$ cat config.mk
export PLATFORM = sky130hd
export DESIGN_NAME = assd_uart
export DESIGN_NICKNAME = d
export VERILOG_FILES = /design/src/hw/assd_pkg.sv /design/src/hw/assd_uart.sv
export SDC_FILE = /design/constraint.sdc
export NUM_CORES = 1
export LEC_CHECK = 0
export BUFFER_PORTS_ARGS = -buffer_cell sky130_fd_sc_hd__buf_2
export CORE_ASPECT_RATIO = 0.7
export CORE_UTILIZATION = 45
export CTS_BUF_LIST = sky130_fd_sc_hd__clkbuf_8
export DETAILED_ROUTE_END_ITERATION = 16
export PLACE_DENSITY = 0.62
export SLEW_MARGIN = 20
export SYNTH_ARGS = -nofsm -noshare
export SYNTH_HDL_FRONTEND = slang
export SYNTH_SLANG_ARGS = --single-unit
$ cat constraint.sdc
create_clock -name clk -period 4.7 [get_ports clk]
set_input_delay 0.47 -clock clk [delete_from_list [all_inputs] [get_ports clk]]
set_output_delay 0.47 -clock clk [all_outputs]
set_load 0.1 [all_outputs]
$ cat src/hw/assd_pkg.sv
// package: register map, field layout and framing constants of the serial block
package assd_pkg;

  // ---------------------------------------------------------------
  // register byte addresses
  // ---------------------------------------------------------------
  localparam logic [7:0] ADDR_STATUS = 8'h00; // serial_status_flags
  localparam logic [7:0] ADDR_DATA = 8'h04; // serial_data_port
  localparam logic [7:0] ADDR_CTRL = 8'h08; // serial_control_one

  // ---------------------------------------------------------------
  // status bit positions
  // ---------------------------------------------------------------
  localparam int ST_PF = 0; // parity_error_flag
  localparam int ST_FE = 1; // framing_error_flag
  localparam int ST_NF = 2; // noise_flag
  localparam int ST_OR = 3; // overrun flag
  localparam int ST_IDLE = 4; // idle-line flag
  localparam int ST_RAF = 5; // receiver_active_flag
  localparam int ST_RECEIVE_FULL_FLAG = 6; // receive_full_flag
  localparam int ST_TC = 7; // transmit_complete_flag
  localparam int ST_TRANSMIT_EMPTY_FLAG = 8; // transmit_empty_flag
  localparam int ST_W = 9; // status width
  localparam logic [8:0] ST_RST = 9'h180; // both transmit flags set
  localparam logic [8:0] RX_ACK = 9'h05f; // cleared by status read + data read
  localparam logic [8:0] TX_ACK = 9'h180; // cleared by status read + data write

  // ---------------------------------------------------------------
  // control bit positions
  // ---------------------------------------------------------------
  localparam int CT_DIV_W = 16; // bits [15:0] clocks per 1/16 bit
  localparam int CT_TE = 16; // transmitter enable
  localparam int CT_RE = 17; // receiver enable
  localparam int CT_RWU = 18; // receiver_wakeup_bit
  localparam int CT_ILT = 19; // idle_detect_type
  localparam int CT_PE = 20; // parity enable
  localparam int CT_PT = 21; // parity type, 1 = odd
  localparam int CT_M = 22; // nine data bits
  localparam int CT_SBK = 23; // send break
  localparam int CT_WAKE = 24; // wake on address mark
  localparam logic [31:0] CT_RST = 32'h0000_0000; // control reset value

  // ---------------------------------------------------------------
  // framing and oversampling
  // ---------------------------------------------------------------
  localparam logic [3:0] SMP_A = 4'h7; // first majority sample
  localparam logic [3:0] SMP_B = 4'h8; // second majority sample
  localparam logic [3:0] SMP_C = 4'h9; // third majority sample
  localparam logic [3:0] SUB_LAST = 4'hf; // last of 16 sub-ticks
  localparam logic [3:0] NB8 = 4'h8; // data bits, short frame
  localparam logic [3:0] NB9 = 4'h9; // data bits, long frame
  localparam logic [7:0] IDLE_T8 = 8'ha0; // 10 bit times of ticks
  localparam logic [7:0] IDLE_T9 = 8'hb0; // 11 bit times of ticks
  localparam logic [1:0] RESP_OK = 2'h0; // axi okay
  localparam logic [1:0] RESP_ERR = 2'h2; // axi slverr

  // ---------------------------------------------------------------
  // types
  // ---------------------------------------------------------------
  typedef enum logic [1:0] {RX_IDLE = 2'b01, RX_FRAME = 2'b10} assd_rx_e;
  typedef enum logic [1:0] {TX_IDLE = 2'b01, TX_SHIFT = 2'b10} assd_tx_e;

  typedef struct packed {
    logic [7:0] awaddr;
    logic awvalid;
    logic [31:0] wdata;
    logic [3:0] wstrb;
    logic wvalid;
    logic bready;
    logic [7:0] araddr;
    logic arvalid;
    logic rready;
  } assd_axi_req_s;

  typedef struct packed {
    logic awready;
    logic wready;
    logic [1:0] bresp;
    logic bvalid;
    logic arready;
    logic [31:0] rdata;
    logic [1:0] rresp;
    logic rvalid;
  } assd_axi_rsp_s;

endpackage

$ cat src/hw/assd_uart.sv
// serial status flags, data port, shifters and axi4-lite slave
`timescale 1ns/1ps

module assd_uart (
  input wire logic clk, // system clock
  input wire logic rst_b, // asynchronous reset, active low
  input wire assd_pkg::assd_axi_req_s axi_req, // axi4-lite requests
  output assd_pkg::assd_axi_rsp_s axi_rsp, // axi4-lite answers
  input wire logic rxd, // serial receive line
  output logic txd // serial transmit line
);

  // ---------------------------------------------------------------
  // state
  // ---------------------------------------------------------------
  logic [8:0] st_r, st_nxt, st_set, st_clr, arm_r;
  logic [31:0] ctrl_r, ctrl_wr;
  logic [8:0] tdr_r, rdr_r;
  logic bvalid_r, rvalid_r;
  logic [1:0] bresp_r, rresp_r;
  logic [31:0] rdata_r;
  logic rxd_m_r, rxd_s;
  logic [15:0] baud_cnt_r;
  assd_pkg::assd_rx_e rx_st_r;
  assd_pkg::assd_tx_e tx_st_r;
  logic [3:0] rx_sub_r, rx_bit_r, tx_sub_r, tx_bit_r;
  logic [2:0] rx_smp_r;
  logic [8:0] rx_sh_r;
  logic [10:0] tx_sh_r;
  logic rx_nz_r, idle_arm_r, txd_r;
  logic [7:0] idle_cnt_r;

  // ---------------------------------------------------------------
  // bus decode
  // ---------------------------------------------------------------
  wire wr_go = axi_req.awvalid && axi_req.wvalid && !bvalid_r;
  wire rd_go = axi_req.arvalid && !rvalid_r;
  wire wr_ok = axi_req.awaddr == assd_pkg::ADDR_DATA || axi_req.awaddr == assd_pkg::ADDR_CTRL;
  wire rd_st = axi_req.araddr == assd_pkg::ADDR_STATUS;
  wire rd_dt = axi_req.araddr == assd_pkg::ADDR_DATA;
  wire rd_ct = axi_req.araddr == assd_pkg::ADDR_CTRL;
  wire srd = rd_go && rd_st;
  wire drd = rd_go && rd_dt; // shared address, read side
  wire dwr = wr_go && axi_req.awaddr == assd_pkg::ADDR_DATA; // write side
  wire cwr = wr_go && axi_req.awaddr == assd_pkg::ADDR_CTRL;

  // control fields
  wire [15:0] div = ctrl_r[assd_pkg::CT_DIV_W-1:0];
  wire te = ctrl_r[assd_pkg::CT_TE];
  wire re = ctrl_r[assd_pkg::CT_RE];
  wire receiver_wakeup_bit = ctrl_r[assd_pkg::CT_RWU];
  wire idle_detect_type = ctrl_r[assd_pkg::CT_ILT];
  wire pe = ctrl_r[assd_pkg::CT_PE];
  wire pt = ctrl_r[assd_pkg::CT_PT];
  wire m9 = ctrl_r[assd_pkg::CT_M];
  wire sbk = ctrl_r[assd_pkg::CT_SBK];
  wire wake = ctrl_r[assd_pkg::CT_WAKE];
  wire [3:0] nbits = m9 ? assd_pkg::NB9 : assd_pkg::NB8;
  wire [3:0] last_bit = nbits + 4'h1;

  // ---------------------------------------------------------------
  // axi answer channels
  // ---------------------------------------------------------------
  assign axi_rsp.awready = wr_go;
  assign axi_rsp.wready = wr_go;
  assign axi_rsp.bvalid = bvalid_r;
  assign axi_rsp.bresp = bresp_r;
  assign axi_rsp.arready = rd_go;
  assign axi_rsp.rvalid = rvalid_r;
  assign axi_rsp.rdata = rdata_r;
  assign axi_rsp.rresp = rresp_r;
  assign txd = txd_r;

  // write response
  always_ff @(posedge clk or negedge rst_b) begin
    if (!rst_b) begin
      bvalid_r <= 1'b0;
      bresp_r <= assd_pkg::RESP_OK;
    end else if (wr_go) begin
      bvalid_r <= 1'b1;
      bresp_r <= wr_ok ? assd_pkg::RESP_OK : assd_pkg::RESP_ERR;
    end else if (axi_req.bready) begin
      bvalid_r <= 1'b0;
    end
  end

  // read data, status view in low bits
  wire [31:0] rd_mux = rd_st ? {23'h0, st_r} : rd_dt ? {23'h0, rdr_r} : rd_ct ? ctrl_r : 32'h0;
  always_ff @(posedge clk or negedge rst_b) begin
    if (!rst_b) begin
      rvalid_r <= 1'b0;
      rdata_r <= 32'h0;
      rresp_r <= assd_pkg::RESP_OK;
    end else if (rd_go) begin
      rvalid_r <= 1'b1;
      rdata_r <= rd_mux;
      rresp_r <= (rd_st || rd_dt || rd_ct) ? assd_pkg::RESP_OK : assd_pkg::RESP_ERR;
    end else if (axi_req.rready) begin
      rvalid_r <= 1'b0;
    end
  end

  // ---------------------------------------------------------------
  // control and transmit holding registers
  // ---------------------------------------------------------------
  always_comb begin
    ctrl_wr = ctrl_r;
    for (int i = 0; i < 4; i++) begin
      if (axi_req.wstrb[i]) begin
        ctrl_wr[8*i +: 8] = axi_req.wdata[8*i +: 8];
      end
    end
  end

  // wakeup clears the wakeup bit unless software writes it
  wire wake_idle, woke_addr;
  always_ff @(posedge clk or negedge rst_b) begin
    if (!rst_b) begin
      ctrl_r <= assd_pkg::CT_RST;
      tdr_r <= 9'h0;
    end else begin
      if (cwr) ctrl_r <= ctrl_wr;
      else if (wake_idle || woke_addr) ctrl_r[assd_pkg::CT_RWU] <= 1'b0;
      if (dwr) tdr_r <= axi_req.wdata[8:0];
    end
  end

  // ---------------------------------------------------------------
  // line synchroniser and 16x baud tick
  // ---------------------------------------------------------------
  always_ff @(posedge clk or negedge rst_b) begin
    if (!rst_b) begin
      rxd_m_r <= 1'b1;
      rxd_s <= 1'b1;
    end else begin
      rxd_m_r <= rxd;
      rxd_s <= rxd_m_r;
    end
  end

  wire tick = div != 16'h0 && baud_cnt_r >= div - 16'h1;
  always_ff @(posedge clk or negedge rst_b) begin
    if (!rst_b) baud_cnt_r <= 16'h0;
    else baud_cnt_r <= tick || div == 16'h0 ? 16'h0 : baud_cnt_r + 16'h1;
  end

  // ---------------------------------------------------------------
  // receiver
  // ---------------------------------------------------------------
  wire [2:0] s = rx_smp_r;
  wire maj = (s[0] & s[1]) | (s[0] & s[2]) | (s[1] & s[2]);
  wire dis = |s && !(&s); // any disagreement
  wire bit_end = tick && rx_st_r == assd_pkg::RX_FRAME && rx_sub_r == assd_pkg::SUB_LAST;
  wire start_rej = bit_end && rx_bit_r == 4'h0 && maj; // false start, noise dropped
  wire rx_done = bit_end && rx_bit_r == last_bit;
  wire stop_zero = !maj; // a one by chance hides the error
  wire frame_nz = rx_nz_r | dis;
  wire [8:0] rx_data = m9 ? rx_sh_r : {1'b0, rx_sh_r[7:0]};
  wire addr_mark = m9 ? rx_sh_r[8] : rx_sh_r[7];
  assign woke_addr = rx_done && receiver_wakeup_bit && wake && addr_mark;
  wire accept = rx_done && (!receiver_wakeup_bit || woke_addr);
  wire rx_load = accept && !st_r[assd_pkg::ST_RECEIVE_FULL_FLAG] && !st_r[assd_pkg::ST_OR];
  wire or_set = accept && st_r[assd_pkg::ST_RECEIVE_FULL_FLAG];
  wire par_err = pe && ((^rx_data) != pt);
  wire start_det = tick && re && rx_st_r == assd_pkg::RX_IDLE && !rxd_s;

  // frame sampler, three samples around mid-bit
  always_ff @(posedge clk or negedge rst_b) begin
    if (!rst_b) begin
      rx_st_r <= assd_pkg::RX_IDLE;
      rx_sub_r <= 4'h0;
      rx_bit_r <= 4'h0;
      rx_smp_r <= 3'h7;
      rx_sh_r <= 9'h0;
      rx_nz_r <= 1'b0;
    end else if (tick) begin
      case (rx_st_r)
        assd_pkg::RX_IDLE: begin
          if (re && !rxd_s) begin
            rx_st_r <= assd_pkg::RX_FRAME;
            rx_sub_r <= 4'h0;
            rx_bit_r <= 4'h0;
            rx_nz_r <= 1'b0;
          end
        end
        assd_pkg::RX_FRAME: begin
          rx_sub_r <= rx_sub_r + 4'h1;
          if (rx_sub_r == assd_pkg::SMP_A || rx_sub_r == assd_pkg::SMP_B ||
              rx_sub_r == assd_pkg::SMP_C) begin
            rx_smp_r <= {rx_smp_r[1:0], rxd_s};
          end
          if (rx_sub_r == assd_pkg::SUB_LAST) begin
            rx_bit_r <= rx_bit_r + 4'h1;
            rx_nz_r <= frame_nz;
            if (rx_bit_r != 4'h0 && rx_bit_r <= nbits) rx_sh_r[rx_bit_r - 4'h1] <= maj;
            if (start_rej || rx_done) rx_st_r <= assd_pkg::RX_IDLE;
          end
        end
        default: rx_st_r <= assd_pkg::RX_IDLE;
      endcase
    end
  end

  // held word and idle re-arm
  always_ff @(posedge clk or negedge rst_b) begin
    if (!rst_b) begin
      rdr_r <= 9'h0;
      idle_arm_r <= 1'b1;
    end else begin
      if (rx_load) rdr_r <= rx_data; // overrun keeps the old word
      if (rx_load) idle_arm_r <= 1'b1;
      else if (st_set[assd_pkg::ST_IDLE]) idle_arm_r <= 1'b0;
    end
  end

  // idle counter: long type holds it through the frame
  wire hold = !rxd_s || !re || (idle_detect_type && rx_st_r == assd_pkg::RX_FRAME);
  wire [7:0] idle_thr = m9 ? assd_pkg::IDLE_T9 : assd_pkg::IDLE_T8;
  wire idle_ev = tick && !hold && idle_cnt_r == idle_thr - 8'h1;
  assign wake_idle = idle_ev && receiver_wakeup_bit && !wake;
  always_ff @(posedge clk or negedge rst_b) begin
    if (!rst_b) idle_cnt_r <= 8'h0;
    else if (hold) idle_cnt_r <= 8'h0;
    else if (tick && idle_cnt_r != idle_thr) idle_cnt_r <= idle_cnt_r + 8'h1;
  end

  // ---------------------------------------------------------------
  // transmitter
  // ---------------------------------------------------------------
  wire tx_d8 = m9 ? (pe ? (^tdr_r[7:0]) ^ pt : tdr_r[8]) : 1'b1;
  wire tx_d7 = (!m9 && pe) ? (^tdr_r[6:0]) ^ pt : tdr_r[7];
  wire [10:0] tx_frame = {1'b1, tx_d8, tx_d7, tdr_r[6:0], 1'b0};
  wire tx_load = tick && tx_st_r == assd_pkg::TX_IDLE && te && (sbk || !st_r[assd_pkg::ST_TRANSMIT_EMPTY_FLAG]);
  wire tx_end = tick && tx_st_r == assd_pkg::TX_SHIFT && tx_sub_r == assd_pkg::SUB_LAST &&
                tx_bit_r == last_bit;

  // shifter, break frames are all zeros
  always_ff @(posedge clk or negedge rst_b) begin
    if (!rst_b) begin
      tx_st_r <= assd_pkg::TX_IDLE;
      tx_sub_r <= 4'h0;
      tx_bit_r <= 4'h0;
      tx_sh_r <= 11'h7ff;
    end else if (tick) begin
      case (tx_st_r)
        assd_pkg::TX_IDLE: begin
          if (tx_load) begin
            tx_st_r <= assd_pkg::TX_SHIFT;
            tx_sh_r <= sbk ? 11'h000 : tx_frame;
            tx_sub_r <= 4'h0;
            tx_bit_r <= 4'h0;
          end
        end
        assd_pkg::TX_SHIFT: begin
          tx_sub_r <= tx_sub_r + 4'h1;
          if (tx_sub_r == assd_pkg::SUB_LAST) begin
            tx_sh_r <= {1'b1, tx_sh_r[10:1]};
            tx_bit_r <= tx_bit_r + 4'h1;
            if (tx_end) tx_st_r <= assd_pkg::TX_IDLE;
          end
        end
        default: tx_st_r <= assd_pkg::TX_IDLE;
      endcase
    end
  end

  // line idles high
  always_ff @(posedge clk or negedge rst_b) begin
    if (!rst_b) txd_r <= 1'b1;
    else txd_r <= tx_st_r != assd_pkg::TX_SHIFT || tx_sh_r[0];
  end

  // ---------------------------------------------------------------
  // status flags: set wins over clear
  // ---------------------------------------------------------------
  always_comb begin
    st_set = 9'h0;
    st_set[assd_pkg::ST_TRANSMIT_EMPTY_FLAG] = tx_load && !sbk;
    st_set[assd_pkg::ST_TC] = tx_end && st_r[assd_pkg::ST_TRANSMIT_EMPTY_FLAG] && !sbk;
    st_set[assd_pkg::ST_RECEIVE_FULL_FLAG] = rx_load;
    st_set[assd_pkg::ST_NF] = rx_load && frame_nz;
    st_set[assd_pkg::ST_FE] = rx_load && stop_zero;
    st_set[assd_pkg::ST_PF] = rx_load && par_err;
    st_set[assd_pkg::ST_OR] = or_set;
    st_set[assd_pkg::ST_IDLE] = idle_ev && !receiver_wakeup_bit && idle_arm_r;
    st_set[assd_pkg::ST_RAF] = start_det && !receiver_wakeup_bit;
    st_clr = (drd ? arm_r & assd_pkg::RX_ACK : 9'h0) |
             (dwr ? arm_r & assd_pkg::TX_ACK : 9'h0);
    st_clr[assd_pkg::ST_TC] = st_clr[assd_pkg::ST_TC] | tx_load;
    st_clr[assd_pkg::ST_RAF] = idle_ev;
    st_nxt = (st_r & ~st_clr) | st_set;
  end

  // flags and the snapshot taken by a status read
  always_ff @(posedge clk or negedge rst_b) begin
    if (!rst_b) begin
      st_r <= assd_pkg::ST_RST;
      arm_r <= 9'h0;
    end else begin
      st_r <= st_nxt;
      if (srd) arm_r <= st_r & (assd_pkg::RX_ACK | assd_pkg::TX_ACK);
      else arm_r <= arm_r & ~(drd ? assd_pkg::RX_ACK : 9'h0) & ~(dwr ? assd_pkg::TX_ACK : 9'h0);
    end
  end
endmodule // assd_uart

* Word level (Yosys, flattened, before mapping)
Index checks and enable logic that the tools add are counted.
** Word-level totals
- Register bits after elaboration :: 178
- Latch bits :: 0
- RAM bits :: 0
- Memory bits (read-only) :: 0
- Output and inout port bits :: 42
- Logic and storage cells :: 249
- Memories :: 0
** Cells by class
- Add/subtract/negate cells :: 10
- Multipliers :: 0
- Div/mod/pow operators :: 0
- Order comparisons :: 4
- Equality and inequality tests :: 26
- Shift operators :: 0
- Multiplexer cells :: 55
- Bitwise logic cells :: 17
- Reduce and logical (&&, ||, !) cells :: 107
** Operator list (number)
- 2-to-1 mux 32 bit :: 3
- logical AND 1 bit :: 50
- 2-to-1 mux 9 bit :: 4
- 2-to-1 mux 11 bit :: 3
- one-hot mux 4 bit (2 select lines) :: 4
- AND 9 bit :: 3
- one-hot mux 11 bit (2 select lines) :: 1
- adder 4 x 1 -> 4 bit (second input constant) :: 5
- AND reduction 4 bit :: 5
- inverter 9 bit :: 2
- adder 16 x 1 -> 16 bit (second input constant) :: 1
- equality test 4 bit (second input constant) :: 4
- equality test 8 x 3 -> 1 bit (second input constant) :: 2
- equality test 8 x 4 -> 1 bit (second input constant) :: 2
- >= comparator 16 bit :: 1
- logical NOT 16 bit :: 1
- 2-to-1 mux 1 bit :: 16
- 2-to-1 mux 16 bit :: 1
- 2-to-1 mux 2 bit :: 8
- 2-to-1 mux 4 bit :: 4
- 2-to-1 mux 8 bit :: 2
- nonzero test 16 bit :: 1
- subtractor 16 x 1 -> 16 bit (second input constant) :: 1
- logical NOT 1 bit :: 14
- other kinds (39) :: 81

* Depth between registers and ports, before layout
- Depth after elaboration :: 15
- Mapped depth :: 15

* Worst setup path before layout
Ideal clock, no wire load.
- Kind :: register to register
- From :: register ctrl_r[3]
- To :: register tx_bit_r[0]
- Data arrival time :: 3.533 ns
- Data required time :: 4.575 ns
- Path slack :: 1.042 ns
- Cell stages (with the launch flop) :: 15
- Buffers on the path :: 1
- Clock period less this slack :: 3.658 ns
- Cells stage by stage :: dfrtp_1 > nor3_1 > and3_1 > and2_1 > nand2_1 > nor3b_1 > xnor2_1 > ha_1 > nand4_1 > nor2_1 > nand3_1 > o311a_4 > a211oi_2 > buf_4 > mux2_2
** On the way
- Longest elaborated chain between the ends :: 8
** Ends and longest elaborated chain
- start: declaration :: RTL line assd_uart.sv:17 : logic [31:0] ctrl_r, ctrl_wr;
- start signal: assignment :: RTL line assd_uart.sv:119 : ctrl_r <= assd_pkg::CT_RST;
- start signal: assignment :: RTL line assd_uart.sv:122 : if (cwr) ctrl_r <= ctrl_wr;
- subtractor 16 x 1 -> 16 bit :: RTL line assd_uart.sv:141 : wire tick = div != 16'h0 && baud_cnt_r >= div - 16'h1;
- >= comparator 16 bit :: RTL line assd_uart.sv:141
- logical AND 1 bit * :: RTL line assd_uart.sv:141
- logical AND 1 bit (3 in a row) :: RTL line assd_uart.sv:233 : wire tx_load = tick && tx_st_r == assd_pkg::TX_IDLE && te && (sbk || !st_r[assd_pkg::ST_TRANSMIT_EMPTY_FLAG]);
- != test 2 bit (no source line)
- AND reduction 4 bit (no source line) *
- end signal: assignment :: RTL line assd_uart.sv:258 : tx_bit_r <= tx_bit_r + 4'h1;
- end: declaration :: RTL line assd_uart.sv:26 : logic [3:0] rx_sub_r, rx_bit_r, tx_sub_r, tx_bit_r;
Mark *: on every way between the ends. The rest lies on a longest branch, timed or not.
A chain may end at the register's enable or synchronous reset.

* Worst setup path in the final report
- From :: register ctrl_r[3]
- To :: register st_r[3]
** On the way
- Longest elaborated chain between the ends :: 13
** Ends and longest elaborated chain
- subtractor 16 x 1 -> 16 bit :: RTL line assd_uart.sv:141
- >= comparator 16 bit :: RTL line assd_uart.sv:141
- logical AND 1 bit * :: RTL line assd_uart.sv:141
- logical AND 1 bit * (2 in a row) :: RTL line assd_uart.sv:153 : wire bit_end = tick && rx_st_r == assd_pkg::RX_FRAME && rx_sub_r == assd_pkg::SUB_LAST;
- logical AND 1 bit * :: RTL line assd_uart.sv:155 : wire rx_done = bit_end && rx_bit_r == last_bit;
- logical AND 1 bit (3 in a row) :: RTL line assd_uart.sv:160 : assign woke_addr = rx_done && receiver_wakeup_bit && wake && addr_mark;
- logical OR 1 bit :: RTL line assd_uart.sv:161 : wire accept = rx_done && (!receiver_wakeup_bit || woke_addr);
- logical AND 1 bit * :: RTL line assd_uart.sv:161
- logical AND 1 bit * :: RTL line assd_uart.sv:163 : wire or_set = accept && st_r[assd_pkg::ST_RECEIVE_FULL_FLAG];
- OR 9 bit * :: RTL line assd_uart.sv:291 : st_nxt = (st_r & ~st_clr) | st_set;
- net st_nxt[3] :: RTL line assd_uart.sv:16 : logic [8:0] st_r, st_nxt, st_set, st_clr, arm_r;
- end signal: assignment :: RTL line assd_uart.sv:297 : st_r <= assd_pkg::ST_RST;
- end signal: assignment :: RTL line assd_uart.sv:300 : st_r <= st_nxt;
- end: declaration :: RTL line assd_uart.sv:16
The timed path passes the listed nets; every way through them passes the cells marked *.

==> summary.md <==
| Metric | Value |
|---|---|
| Reg2reg setup slack | 0.47 ns |
| RSZ-0062 raised after global routing | false |
| WL final | roughly 21000 um |
| IO Port Bufs | 99 |
| Worst vdd ir | 163 uV |
| Worst Skew | between 0.015 and 0.02 ns |
| Slowest stage cell, crit path | nor2_1 |
| CTS tree | yes |
| Largest stage delay, worst path | 0.69 ns |
| CP Max Fanout | 42 |
| R2r endpoint | st_r[3] |
| Synthesized cell area | around 0.009 mm^2 |
| Lkg Pwr | 4.73 nW |
| Post-route setup TNS | 0 ns |
| Setup CP Type | reg -> reg |
| Synth unique cells | 67 |
| Clock latency on the worst-skew pair | between 0.4 and 0.5 ns |
| Pre-antenna DRT Iters | 6 |
| Crit end category | flip-flop |
| Layout cell share with drive strength beyond 1 | 0.260 |
| # DRC | 0 |
| M1 GR Usage | 0.330 |
| Core box area | 0.0192 mm^2 |
| Crit-path most repeated cell | nor2_1 |
| Worst-path clk slew | 0.09 ns |
| GRT overflow | 0 |
| Initial antenna violation count | 0 |
| WL/cell | between 15 and 20 um |
| Synth Warn # | 0 |
| Max-Cap Viols | 0 |
| Async set-or-reset flop fraction in the synthesized netlist | 1.00 |
| Min-delay src | rxd |
| Period utilisation layout | 0.901 |
| Placed Area | 0.00972 mm^2 |
| Critical Path RT | about 5 ns |
| Row cnt | 42 |
| IO Pins | 102 |
| Synth Instances | 834 |
| P per Cell Area | 286 mW/mm^2 |
| Finish-stage setup viols | 0 |
| Hold path depth | 1 |
| Primary FF master, synth | dfrtp_1 |
| 1st-iter DRT viols | 511 |
| GPL Wtd Cong | approximately 0.8 |
| Syn avg cell area | 10.8 um^2 |
| Initial Util | 0.467 |
| Status | completed |
| Tightest Pin Transition | 0.888 ns |
| Root buffer cell | clkbuf_8 |
| #FFs+latches synth | 175 |
| Layout Area Growth over Synthesis | 12.9% |
| Final Cell Area | roughly 0.01 mm^2 |
| Final Net Count | 1017 |
| Max-slew violations | 0 |
| Hold Violations, Final | 0 |
| Num CTS Buffers | 17 |
| CTS Sinks | between 150 and 200 |
| CTS max path bufs | 2 |
| DRT antenna net count | 0 |
| Number of synthesized flops with an enable pin | 0 |
| Largest net degree at the start of global routing | around 110 |
| Achievable frequency | about 240 MHz |
| Post-route minimum period | ~4.2 ns |
| Post-synthesis sequential area ratio | 0.490 |
| GR peak layer | met1 |
| CP startpoint kind | flip-flop |
| Reg2Reg Depth | 13 |
| WP data arrival | 4.64 ns |
| Met2 Track Usage GR | 0.322 |
| Max-slew headroom | 0.408 |
| First-pass GRT wire length | 34500 um |
| Vias | 6681 |
| Worst-path cell chain | nor3_1 -> and3_1 -> and2_1 -> nand2_1 -> nor3b_1 -> xnor2_1 -> ha_1 -> nand4_1 -> nor2_1 -> nand3_1 -> o311a_4 -> nor2_1 -> a32o_1 |
| GRT Total Usage | 0.220 |
| Vias/cell | between 5 and 6 |
| Antenna Cells | 0 |
| Die Width | between 150 and 200 um |
| Die Ht | roughly 120 um |
| H-tree lvl count | 4 |
| DIE AREA | 0.0206 mm^2 |
| Number of global-route vias before repair | 6335 |
| Final core utilization | 0.528 |
| Hold Path Class | in -> reg |
| DP HPWL | 15300 um |
| Worst Hold Endpoint | rxd_m_r |
| Total Power | ~2.9 mW |
| Worst R2R Start | ctrl_r[3] |
| Filler cells | 1753 |
| Postcts setup bufs | 0 |
| GRT met3 Usage | 0.0452 |
-- how the worst max path moves through the flow --
stage | endpoint | start | slack, ns
2_1_floorplan | tx_bit_r[0] | ctrl_r[3] | 1.04
3_3_place_gp | tx_sub_r[2] | ctrl_r[3] | 0.65
3_5_place_dp | tx_sub_r[3] | ctrl_r[3] | 0.53
4_1_cts | st_r[3] | ctrl_r[3] | 0.50
5_1_grt | st_r[3] | ctrl_r[3] | 0.12
6_report | st_r[3] | ctrl_r[3] | 0.47
-- registers in the layout, indices dropped and copies added (netlist names), 2 cells and up --
register and cells:
rx_sub_r 4, rdr_r 9, ctrl_r 32, rx_st_r 2, rx_sh_r 9, arm_r 8, rdata_r 32, tx_sub_r 4
tx_st_r 2, rx_smp_r 3, tdr_r 9, rx_bit_r 4, baud_cnt_r 16, idle_cnt_r 8, st_r 9, tx_bit_r 4
tx_sh_r 11
-- layout make-up --
cell class	count	area (um^2)	area share
clock inverter	13	179	0.0176
sequential	175	4410	0.434
clock buffer	18	248	0.0244
timing repair buffer	112	614	0.0605
tap	264	330	0.0325
multi-input combinational	593	4280	0.422
inverter	25	93.8	0.00924
-- through the flow --
step / std cells / setup slack (ns) / hold WS (ns)
after global routing: 1200 / 0.118 / 0.0586
final: 1200 / 0.466 / 0.0931
after detailed placement: 1168 / 0.535 / 0.351
after global placement: 1168 / 0.652 / 0.346
after floorplan: 835 / 1.04 / 0.174
after CTS: 1200 / 0.499 / 0.0556
-- where the power goes --
group / internal [mW] / switching [mW]
logic: 0.0618 / 0.171
registers: 1.52 / 0.0126
clock network: 0.551 / 0.590
total: 2.13 / 0.773
-- Yosys cell counts, types with 9 or more instances --
cell type / number / share of area
nand4_1: 14 / 0.0097
mux2_2: 65 / 0.081
nand3_1: 26 / 0.014
a22o_1: 35 / 0.034
xnor2_1: 31 / 0.030
nor4_1: 11 / 0.0077
ha_1: 33 / 0.046
dfrtp_1: 153 / 0.43
nor3_1: 19 / 0.011
xor2_1: 17 / 0.017
and3_1: 9 / 0.0063
nor2b_1: 13 / 0.0090
buf_2: 10 / 0.0056
dfstp_2: 22 / 0.064
a21oi_1: 26 / 0.014
clkbuf_1: 20 / 0.0084
inv_1: 24 / 0.010
o21ai_0: 31 / 0.017
buf_4: 9 / 0.0075
nand2_1: 98 / 0.041
nor2_1: 38 / 0.016
o31ai_1: 28 / 0.023
-- worst max-delay path: cells and delay by family (launching register included) --
kind                       cells  cell delay (ns)
AOI/OAI and AO/OA              2             0.87
xor gates and xnor gates       1             0.10
and+or+nand+nor                9             2.40
adders and majority gates      1             0.34
DFF                            1             0.45
-- logic make-up after synthesis --
| logic type | count (synthesis) | share of synthesized area |
|---|---|---|
| AOI/OAI and AO/OA | 158 | 0.131 |
| muxes | 72 | 0.0892 |
| adders and majority gates | 34 | 0.0470 |
| buffers and inverters | 67 | 0.0340 |
| other | 1 | 0.000417 |
| and+or+nand+nor | 278 | 0.159 |
| DFF | 175 | 0.490 |
| xor gates and xnor gates | 49 | 0.0494 |
-- layer usage --
metal | up-vias | share of wire | routed length [um]
li1 | 3193 | - | -
met5 | - | 0 | 0
met2 | 173 | 0.43 | 9120
met1 | 3295 | 0.51 | 10900
met3 | 20 | 0.055 | 1180
met4 | 0 | 0.011 | 233
-- repair_timing --
action	CTS	global route
resized for setup	0	0
hold endpoints to repair	9	0
hold buffers	1	0
-- placed cells by master, fill, tap and decap left out, types with 28 or more instances in the layout --
cell type  instances
o21ai_0           31
nand2_1           98
nor2_1            38
buf_2             98
a22o_1            35
ha_1              33
dfrtp_1          153
mux2_2            65
xnor2_1           31
o31ai_1           28
No activity file was read; power rests on OpenSTA's default activity.
